File: src/hdl/fbrw_pkg.sv
// fbrw_pkg: register map, field positions and encodings of the framebuffer read/write unit
// assumes a 32-bit AHB-Lite register bus, one aligned word per register
package fbrw_pkg;
    // register indices; byte address is four times the index
    localparam logic [9:0] IDX_SOFT_MASK = 10'h104;
    localparam logic [9:0] IDX_CONST_PIX = 10'h106;
    localparam logic [9:0] IDX_LOGIC_OP = 10'h108;
    localparam logic [9:0] IDX_READ_CTRL = 10'h150;
    localparam logic [9:0] IDX_SRC_DELTA = 10'h151;
    localparam logic [9:0] IDX_MBUF_DELTA = 10'h152;
    localparam logic [9:0] IDX_FMT_DATA = 10'h154;
    localparam logic [9:0] IDX_SRC_DATA = 10'h155;
    localparam logic [9:0] IDX_WIN_BASE = 10'h156;
    localparam logic [9:0] IDX_WRITE_CTRL = 10'h157;
    localparam logic [9:0] IDX_HARD_MASK = 10'h158;
    localparam logic [9:0] IDX_BLOCK_COLOR = 10'h159;
    localparam logic [9:0] IDX_PIX_SIZE = 10'h15A;
    localparam logic [9:0] IDX_STATUS = 10'h15B;
    localparam logic [9:0] IDX_CULL_CTRL = 10'h180;
    // read control fields
    localparam int RC_PP0_LSB = 0;
    localparam int RC_PP1_LSB = 3;
    localparam int RC_PP2_LSB = 6;
    localparam int RC_SRC_EN = 9;
    localparam int RC_DST_EN = 10;
    localparam int RC_DATA_TYPE = 15;
    localparam int RC_ORIGIN = 16;
    localparam int RC_PATCH_EN = 18;
    localparam int RC_PACKED = 19;
    localparam int RC_SHIFT_LSB = 20;
    localparam int RC_PMODE_LSB = 25;
    // write control, logic op and cull control fields
    localparam int WC_WR_EN = 0;
    localparam int WC_UPLOAD_LSB = 3;
    localparam logic [1:0] UPLOAD_NONE = 2'h0;
    localparam logic [1:0] UPLOAD_COLOR = 2'h2;
    localparam int LO_CONST_SEL = 5;
    localparam int CF_DEPTH_TAG = 4;
    localparam int CF_DEPTH_DATA = 5;
    localparam int CF_STENCIL_TAG = 6;
    localparam logic [31:0] CF_MASK = 32'h0000_0070;
    localparam logic [31:0] WIN_MASK = 32'h00FF_FFFF;
    // patch styles and pixel sizes
    typedef enum logic [1:0] {
        PATCH_FULL = 2'b00,
        PATCH_SUB = 2'b01,
        PATCH_SUB_PACK = 2'b10
    } fbrw_patch_e;
    typedef enum logic [1:0] {
        PIX_8 = 2'b00,
        PIX_16 = 2'b01,
        PIX_32 = 2'b10
    } fbrw_pix_e;
    // output word kinds
    localparam logic [1:0] KIND_DEPTH = 2'h0;
    localparam logic [1:0] KIND_STENCIL = 2'h1;
    localparam logic [1:0] KIND_COLOR = 2'h2;
    localparam logic [15:0] TAG_COLOR = 16'h0153;
endpackage

File: src/hdl/fbrw_mask_merge.sv
// fbrw_mask_merge: bitwise merge of new and old framebuffer words under a mask
// assumes mask bits of one enable the new data
`timescale 1ns/1ps
`default_nettype none
module fbrw_mask_merge #(
    parameter int WIDTH = 32
) (
    // operands
    input wire logic [WIDTH-1:0] newData,
    input wire logic [WIDTH-1:0] oldData,
    input wire logic [WIDTH-1:0] mask,
    // result
    output logic [WIDTH-1:0] merged
);
    // mask bits of zero keep the old value
    assign merged = (newData & mask) | (oldData & ~mask);
endmodule // fbrw_mask_merge
`default_nettype wire

File: src/hdl/fbrw_unit.sv
// fbrw_unit: framebuffer read/write stage with AHB-Lite registers
// assumes a single-port framebuffer memory answering each read after any delay (fbRdValid)
`timescale 1ns/1ps
`default_nettype none
module fbrw_unit
    import fbrw_pkg::*;
#(
    parameter int AW = 24
) (
    // clock and reset
    input wire logic clk_sys,
    input wire logic rst,
    // AHB-Lite slave
    input wire logic hsel,
    input wire logic [31:0] haddr,
    input wire logic [1:0] htrans,
    input wire logic hwrite,
    input wire logic [2:0] hsize,
    input wire logic [31:0] hwdata,
    input wire logic hready,
    output logic [31:0] hrdata,
    output logic hreadyout,
    output logic hresp,
    // fragment stream in
    input wire logic fragValid,
    input wire logic [AW-1:0] fragAddr,
    input wire logic [31:0] fragColor,
    input wire logic fragBlock,
    input wire logic [1:0] fragKind,
    output logic fragReady,
    // framebuffer memory
    output logic fbRdReq,
    output logic [AW-1:0] fbRdAddr,
    output logic [1:0] fbRdSize,
    output logic fbRdPacked,
    input wire logic fbRdValid,
    input wire logic [31:0] fbRdData,
    output logic fbWrReq,
    output logic [AW-1:0] fbWrAddr,
    output logic [31:0] fbWrData,
    output logic [31:0] fbWrMask,
    output logic fbBlockWr,
    output logic fbPatchEn,
    output logic [1:0] fbPatchMode,
    output logic fbOriginBottom,
    output logic [8:0] fbPartProd,
    // host output FIFO
    output logic outValid,
    output logic [31:0] outData,
    input wire logic outReady
);
    import fbrw_pkg::*;
    typedef enum logic [2:0] {
        ST_IDLE = 3'b000,
        ST_RD_SRC = 3'b001,
        ST_RD_DST = 3'b010,
        ST_WRITE = 3'b011,
        ST_TAG = 3'b100,
        ST_DATA = 3'b101
    } fbrw_state_e;

    logic [31:0] softMask_reg, constPix_reg, logicOp_reg, readCtrl_reg, srcDelta_reg;
    logic [31:0] mbufDelta_reg, fmtData_reg, srcData_reg, winBase_reg, writeCtrl_reg;
    logic [31:0] hardMask_reg, blockColor_reg, pixSize_reg, cullCtrl_reg;
    logic wrPend_reg;
    logic [9:0] wrIdx_reg;
    fbrw_state_e state_reg;
    logic [AW-1:0] addr_reg;
    logic [31:0] color_reg, srcPix_reg, dstPix_reg;
    logic block_reg;
    logic [1:0] kind_reg;
    logic passTag_reg;
    logic [9:0] rdIdx;
    logic [31:0] rdWord, srcAligned, newPixel, mergedPixel;
    logic [AW-1:0] dstAddr, srcAddr;
    logic srcEn, dstEn, uploadMode, tagPass, dataPass;
    logic [5:0] shiftBits;
    logic [2:0] shiftMag;

    // bus decode: word index from byte address
    assign rdIdx = haddr[11:2];

    // read multiplexer of register words
    always_comb begin
        unique case (rdIdx)
            IDX_SOFT_MASK: rdWord = softMask_reg;
            IDX_CONST_PIX: rdWord = constPix_reg;
            IDX_LOGIC_OP: rdWord = logicOp_reg;
            IDX_READ_CTRL: rdWord = readCtrl_reg;
            IDX_SRC_DELTA: rdWord = srcDelta_reg;
            IDX_MBUF_DELTA: rdWord = mbufDelta_reg;
            IDX_WIN_BASE: rdWord = winBase_reg & WIN_MASK;
            IDX_WRITE_CTRL: rdWord = writeCtrl_reg;
            IDX_HARD_MASK: rdWord = hardMask_reg;
            IDX_BLOCK_COLOR: rdWord = blockColor_reg;
            IDX_PIX_SIZE: rdWord = pixSize_reg;
            IDX_STATUS: rdWord = {29'h0, state_reg};
            IDX_CULL_CTRL: rdWord = cullCtrl_reg;
            default: rdWord = 32'h0000_0000;
        endcase
    end

    // address phase capture; zero wait, always OKAY
    always_ff @(posedge clk_sys or posedge rst) begin
        if (rst) begin
            wrPend_reg <= 1'b0;
            wrIdx_reg <= 10'h000;
            hrdata <= 32'h0000_0000;
            hreadyout <= 1'b1;
            hresp <= 1'b0;
        end else begin
            hreadyout <= 1'b1;
            hresp <= 1'b0;
            wrPend_reg <= hsel && hready && htrans[1] && hwrite;
            if (hsel && hready && htrans[1]) begin
                wrIdx_reg <= rdIdx;
                if (!hwrite) begin
                    hrdata <= rdWord;
                end
            end
        end
    end

    // register writes in the data phase
    always_ff @(posedge clk_sys or posedge rst) begin
        if (rst) begin
            softMask_reg <= 32'hFFFF_FFFF;
            constPix_reg <= 32'h0000_0000;
            logicOp_reg <= 32'h0000_0000;
            readCtrl_reg <= 32'h0000_0000;
            srcDelta_reg <= 32'h0000_0000;
            mbufDelta_reg <= 32'h0000_0000;
            fmtData_reg <= 32'h0000_0000;
            srcData_reg <= 32'h0000_0000;
            winBase_reg <= 32'h0000_0000;
            writeCtrl_reg <= 32'h0000_0000;
            hardMask_reg <= 32'hFFFF_FFFF;
            blockColor_reg <= 32'h0000_0000;
            pixSize_reg <= 32'h0000_0000;
            cullCtrl_reg <= 32'h0000_0000;
        end else if (wrPend_reg) begin
            unique case (wrIdx_reg)
                IDX_SOFT_MASK: softMask_reg <= hwdata;
                IDX_CONST_PIX: constPix_reg <= hwdata;
                IDX_LOGIC_OP: logicOp_reg <= hwdata;
                IDX_READ_CTRL: readCtrl_reg <= hwdata;
                IDX_SRC_DELTA: srcDelta_reg <= hwdata;
                IDX_MBUF_DELTA: mbufDelta_reg <= hwdata;
                IDX_FMT_DATA: fmtData_reg <= hwdata;
                IDX_SRC_DATA: srcData_reg <= hwdata;
                IDX_WIN_BASE: winBase_reg <= hwdata & WIN_MASK;
                IDX_WRITE_CTRL: writeCtrl_reg <= hwdata;
                IDX_HARD_MASK: hardMask_reg <= hwdata;
                IDX_BLOCK_COLOR: blockColor_reg <= hwdata;
                IDX_PIX_SIZE: pixSize_reg <= {30'h0, hwdata[1:0]};
                IDX_CULL_CTRL: cullCtrl_reg <= hwdata & CF_MASK;
                default: ;
            endcase
        end
    end

    // control decode
    assign srcEn = readCtrl_reg[RC_SRC_EN];
    assign dstEn = readCtrl_reg[RC_DST_EN];
    assign uploadMode = readCtrl_reg[RC_DATA_TYPE] &&
        (writeCtrl_reg[WC_UPLOAD_LSB +: 2] == UPLOAD_COLOR);
    assign dstAddr = winBase_reg[AW-1:0] + addr_reg;
    assign srcAddr = dstAddr - srcDelta_reg[AW-1:0];

    // signed pixel shift aligning source with destination
    always_comb begin
        shiftMag = readCtrl_reg[RC_SHIFT_LSB + 2] ?
            3'(-readCtrl_reg[RC_SHIFT_LSB +: 3]) : readCtrl_reg[RC_SHIFT_LSB +: 3];
        unique case (pixSize_reg[1:0])
            PIX_8: shiftBits = {shiftMag, 3'h0};
            PIX_16: shiftBits = {shiftMag[1:0], 4'h0};
            default: shiftBits = 6'h00;
        endcase
        if (shiftBits[5]) begin
            srcAligned = srcPix_reg;
        end else if (readCtrl_reg[RC_SHIFT_LSB + 2]) begin
            srcAligned = srcPix_reg >> shiftBits[4:0];
        end else begin
            srcAligned = srcPix_reg << shiftBits[4:0];
        end
    end

    // data to write: constant, block, shifted source or fragment colour
    always_comb begin
        if (logicOp_reg[LO_CONST_SEL]) begin
            newPixel = constPix_reg;
        end else if (block_reg) begin
            newPixel = blockColor_reg;
        end else if (srcEn && readCtrl_reg[RC_SHIFT_LSB +: 3] != 3'h0) begin
            newPixel = srcAligned;
        end else begin
            newPixel = color_reg;
        end
    end

    // software mask preserves old destination bits, or old source bits without a destination read
    fbrw_mask_merge #(
        .WIDTH(32)
    ) fbrw_mask_merge_i (
        .newData(newPixel),
        .oldData(dstEn ? dstPix_reg : srcPix_reg),
        .mask(softMask_reg),
        .merged(mergedPixel)
    );

    // cull filter for the current word kind
    always_comb begin
        unique case (kind_reg)
            KIND_DEPTH: begin
                tagPass = cullCtrl_reg[CF_DEPTH_TAG];
                dataPass = cullCtrl_reg[CF_DEPTH_DATA];
            end
            KIND_STENCIL: begin
                tagPass = cullCtrl_reg[CF_STENCIL_TAG];
                dataPass = 1'b1;
            end
            default: begin
                tagPass = 1'b1;
                dataPass = 1'b1;
            end
        endcase
    end

    // pixel sequencer
    always_ff @(posedge clk_sys or posedge rst) begin
        if (rst) begin
            state_reg <= ST_IDLE;
            addr_reg <= '0;
            color_reg <= 32'h0000_0000;
            block_reg <= 1'b0;
            kind_reg <= KIND_COLOR;
            srcPix_reg <= 32'h0000_0000;
            dstPix_reg <= 32'h0000_0000;
            passTag_reg <= 1'b0;
        end else begin
            unique case (state_reg)
                ST_IDLE: begin
                    if (fragValid) begin
                        addr_reg <= fragAddr;
                        color_reg <= fragColor;
                        block_reg <= fragBlock;
                        kind_reg <= fragKind;
                        if (srcEn) begin
                            state_reg <= ST_RD_SRC;
                        end else if (dstEn) begin
                            state_reg <= ST_RD_DST;
                        end else begin
                            state_reg <= ST_WRITE;
                        end
                    end
                end
                ST_RD_SRC: begin
                    if (fbRdValid) begin
                        srcPix_reg <= fbRdData;
                        state_reg <= dstEn ? ST_RD_DST : ST_WRITE;
                    end
                end
                ST_RD_DST: begin
                    if (fbRdValid) begin
                        dstPix_reg <= fbRdData;
                        state_reg <= ST_WRITE;
                    end
                end
                ST_WRITE: begin
                    if (uploadMode) begin
                        passTag_reg <= dataPass;
                        state_reg <= tagPass ? ST_TAG : (dataPass ? ST_DATA : ST_IDLE);
                    end else begin
                        state_reg <= ST_IDLE;
                    end
                end
                ST_TAG: begin
                    if (outReady) begin
                        state_reg <= passTag_reg ? ST_DATA : ST_IDLE;
                    end
                end
                ST_DATA: begin
                    if (outReady) begin
                        state_reg <= ST_IDLE;
                    end
                end
                default: state_reg <= ST_IDLE;
            endcase
        end
    end

    // framebuffer port outputs, registered
    always_ff @(posedge clk_sys or posedge rst) begin
        if (rst) begin
            fbRdReq <= 1'b0;
            fbRdAddr <= '0;
            fbRdSize <= 2'h0;
            fbRdPacked <= 1'b0;
            fbWrReq <= 1'b0;
            fbWrAddr <= '0;
            fbWrData <= 32'h0000_0000;
            fbWrMask <= 32'h0000_0000;
            fbBlockWr <= 1'b0;
            fbPatchEn <= 1'b0;
            fbPatchMode <= 2'h0;
            fbOriginBottom <= 1'b0;
            fbPartProd <= 9'h000;
            fragReady <= 1'b0;
        end else begin
            fbRdReq <= (state_reg == ST_RD_SRC || state_reg == ST_RD_DST) && !fbRdValid;
            fbRdAddr <= (state_reg == ST_RD_SRC) ? srcAddr : dstAddr;
            fbRdSize <= pixSize_reg[1:0];
            fbRdPacked <= readCtrl_reg[RC_PACKED];
            fbPatchEn <= readCtrl_reg[RC_PATCH_EN];
            fbPatchMode <= readCtrl_reg[RC_PMODE_LSB +: 2];
            fbOriginBottom <= readCtrl_reg[RC_ORIGIN];
            fbPartProd <= readCtrl_reg[RC_PP0_LSB +: 9];
            fbWrReq <= (state_reg == ST_WRITE) && writeCtrl_reg[WC_WR_EN] && !uploadMode;
            fbWrAddr <= dstAddr;
            fbWrData <= mergedPixel;
            fbWrMask <= hardMask_reg;
            fbBlockWr <= block_reg;
            fragReady <= (state_reg == ST_IDLE) && !fragReady && fragValid;
        end
    end

    // output FIFO words: tag first, then data, each sent only if its cull filter passes
    always_ff @(posedge clk_sys or posedge rst) begin
        if (rst) begin
            outValid <= 1'b0;
            outData <= 32'h0000_0000;
        end else if (outValid && !outReady) begin
            outValid <= 1'b1;
        end else if (state_reg == ST_WRITE && uploadMode) begin
            outValid <= tagPass || dataPass;
            outData <= tagPass ? {16'h0000, TAG_COLOR} : mergedPixel;
        end else if (state_reg == ST_TAG && outReady && passTag_reg) begin
            outValid <= 1'b1;
            outData <= mergedPixel;
        end else begin
            outValid <= 1'b0;
        end
    end
endmodule // fbrw_unit
`default_nettype wire

File: config.mk
export PLATFORM = sky130hd
export DESIGN_NAME = fbrw_unit
export DESIGN_NICKNAME = d
export VERILOG_FILES = /design/src/hdl/fbrw_pkg.sv /design/src/hdl/fbrw_mask_merge.sv /design/src/hdl/fbrw_unit.sv
export SDC_FILE = /design/constraint.sdc
export NUM_CORES = 1
export LEC_CHECK = 0
export ABC_CLOCK_PERIOD_IN_PS = 25900
export BUFFER_PORTS_ARGS = -buffer_cell sky130_fd_sc_hd__buf_2
export CORE_MARGIN = 3
export CORE_UTILIZATION = 50
export DETAILED_ROUTE_END_ITERATION = 8
export GPL_TIMING_DRIVEN = 0
export PLACE_DENSITY = 0.71
export SYNTH_ARGS = -nofsm -noshare
export SYNTH_HDL_FRONTEND = slang
export SYNTH_SLANG_ARGS = --single-unit
File: constraint.sdc
create_clock -name clk_sys -period 25.9 [get_ports clk_sys]
set_input_delay 2.59 -clock clk_sys [delete_from_list [all_inputs] [get_ports clk_sys]]
set_output_delay 2.59 -clock clk_sys [all_outputs]
set_load 0.005 [all_outputs]
==> run_results.csv <==
group,metric,value,unit
detailed_routing,avgRoutedWirePerCell,28.4,um
global_routing,grt_start_max_net_pins,137,
min_path,min_path_type,"register to register",
clocking,cts_hold_buffers,0,
synth,synth.top_cell.area_share,49.3,%
synth,synthMuxAreaShare,19.4,%
place,detailedPlace.worstSlack,19.73,ns
synth,avgSynthCellArea,12.6,um2
finish,final_common_cell,"dfrtp_1",
finish,final_area,0.0350,mm2
synth,syn_area,0.0298,mm2
place,place_area,0.0325,mm2
sta,fin_skew,0.0291,ns
clocking,clkLatencyLatePin,0.63,ns
sta,hold_slack,0.382,ns
die,die_height,250,um
synth,synth_compound_area_share,12.8,%
place,io_buffer_count,319,
synth,synth_top_family_by_area,"multiplexers",
sta,final.setup.worst_slack,20.12,ns
detailed_routing,via_per_inst,6.27,
sta,rsz0062_at_grt,"false",
synth,syn_inst,2372,
power_and_ir_drop,total_power,3.66,mW
detailed_routing,drt_iter0_drc,2338,
critical_path,worstPathArrival,6.29,ns
synth,yosysUniqueCellTypes,82,
power_and_ir_drop,powerDensity,105,mW/mm2
sta,worst_slew_pin_slew,1.56,ns
synth,synth_xor_area_share,1.23,%
finish,drive_gt1_share,36.8,%
global_routing,grt_pass1_vias,23000,
detailed_routing,drc,0,
synth,synthFlopType,"dfrtp_1",
critical_path,crit_path_max_incr_delay,0.93,ns
sta,post-route-min-period,5.78,ns
synth,synth_area_leaders,"dfrtp_1 49%, mux2_2 18%, dfstp_2 5.7%",
flow_run,maxCapViolations,1,
power_and_ir_drop,cellLeakagePower,15.5,nW
finish,syn2layout_area_growth,17.4,%
finish,nets,2986,
synth,async_reset_ff_share,100,%
place,dpl.hpwl,76.7,mm
critical_path,worstPathMaxFanout,10,
die,core_area,0.0584,mm2
die,num_rows,88,
synth,yosys.area_share.simple,6.62,%
detailed_routing,postRouteAntennaNets,0,
clocking,clk_pin_slew_worst_paths,0.06,ns
synth,synth_fa_ha_area_share,2.11,%
detailed_routing,wl_met1,41.5,mm
detailed_routing,firstDrtPassIters,7,
clocking,numCtsBuffers,69,
global_routing,grt_pass1_wl,151,mm
critical_path,slowest_stage,"clkbuf_1",
clocking,post_cts_buffers,0,
clocking,cts_tree,"built",
critical_path,end_kind,"register",
clocking,post_cts_resized,0,
outcome,status,"complete, but fails checks",
die,ios,367,
power_and_ir_drop,vdd_drop_max,0.0772,mV
global_routing,track_usage,32.2,%
finish,final_cell_mix,"587 x dfrtp_1, 470 x mux2_2, 337 x buf_2, 151 x nand2_1, 115 x o21ai_0",
clocking,cts.sinks,652,
detailed_routing,num_vias,22600,
global_routing,grt-ovfl-total,0,
die,dieArea,0.0626,mm2
detailed_routing,dr_wl_met3,7.80,mm
global_routing,antenna_found_initial,8,
sta,fmax,173,MHz
place,gp_congestion,0.947,
sta,drv_slew,6,
critical_path,cp.required,26.41,ns
critical_path,startpoint_type,"input pin",
synth,yosys_warnings,0,
critical_path,path_buf_inv,2,
detailed_routing,highest_layer,"met5",
sta,fin_crit_sh,22.3,%
synth,synth_seq_cells,652,
finish,utilization,59.9,%
sta,max_slew_margin,-5.14,%
synth,synth_seq_area_share,55.0,%
critical_path,critPathKind,"input pin to register",
clocking,cts_root_buf,"clkbuf_16",
synth,synth_top_area_cell,"dfrtp_1",
die,dieWidth,250,um
clocking,cts.path.max_buffers,3,
outcome,violations,"capacitance limit, slew limit",
sta,setup_viol,0,
sta,finalHoldViolations,0,
die,start_util,51.1,%
critical_path,path_cells,"buf_2, nand2b_1, or3b_1, or3_1, nor2_1, clkbuf_1, a22oi_1, nand3_1, a221oi_1, o21ai_0",
synth,synth_edf_count,0,
synth,synth_nets,2589,
critical_path,crit_family,"simple AND/OR/NAND/NOR gates",
detailed_routing,wl,102,mm
clocking,htreeDepth,3,
detailed_routing,wl_met2,47.4,mm
[kinds of logic after synthesis]
logic type | Yosys count
flops | 652
xor+xnor | 42
compound gates | 505
buf+inv | 204
fa+ha+maj | 49
other cells | 2
mux | 517
simple gates | 401
[cell type report]
type | count | area (um2)
Fill cell | 4689 | 23400
Clock buffer | 87 | 1880
Inverter | 41 | 161
Sequential cell | 652 | 16400
Buffer | 163 | 683
Multi-Input combinational cell | 1516 | 12600
Antenna cell | 8 | 20.0
Clock inverter | 40 | 543
Tap cell | 765 | 957
Timing Repair Buffer | 326 | 1750
[cells in the mapped netlist, types with 43 or more instances]
| cell | n |
|---|---|
| nand3_1 | 51 |
| dfrtp_1 | 587 |
| mux2i_1 | 45 |
| a21oi_1 | 43 |
| a221oi_1 | 62 |
| dfstp_2 | 65 |
| a22oi_1 | 58 |
| nor2_1 | 74 |
| o21ai_0 | 116 |
| mux2_2 | 470 |
| clkbuf_1 | 96 |
| nand2_1 | 151 |
| ha_1 | 47 |
| a222oi_1 | 47 |
[final timing paths]
kind                                       start          endpoint  slack (ns)  depth (start not counted)
worst min register to register  hardMask_reg[22]      fbWrMask[22]        0.38                          0
max in group asynchronous                    rst  softMask_reg[21]       21.77                          5
worst min-delay path            hardMask_reg[22]      fbWrMask[22]        0.38                          0
worst max-delay path                   haddr[11]        hrdata[31]       20.12                         10
min in group asynchronous                    rst       fbWrMask[6]        2.10                          2
worst max register to register    winBase_reg[0]      fbRdAddr[21]       21.07                         16
[report_power, final]
group	internal (mW)	switching, mW
registers	1.24	0.186
clock network	0.624	0.437
logic	0.516	0.657
total	2.38	1.28
[layer usage]
layer	up-vias	GRT usage [%]
met1	11600	43.2
met3	242	6.23
li1	9649	-
met4	4	14.9
met2	1097	51.0
met5	-	0
[through the flow]
| stage | cells | setup TNS [ns] |
|---|---|---|
| floorplan | 2372 | 0 |
| global placement | 3456 | -172.40 |
| detailed placement | 3463 | 0 |
| CTS | 3590 | 0 |
| global route | 3593 | 0 |
| finish | 3598 | 0 |
Power figures use the tool's default switching activity.
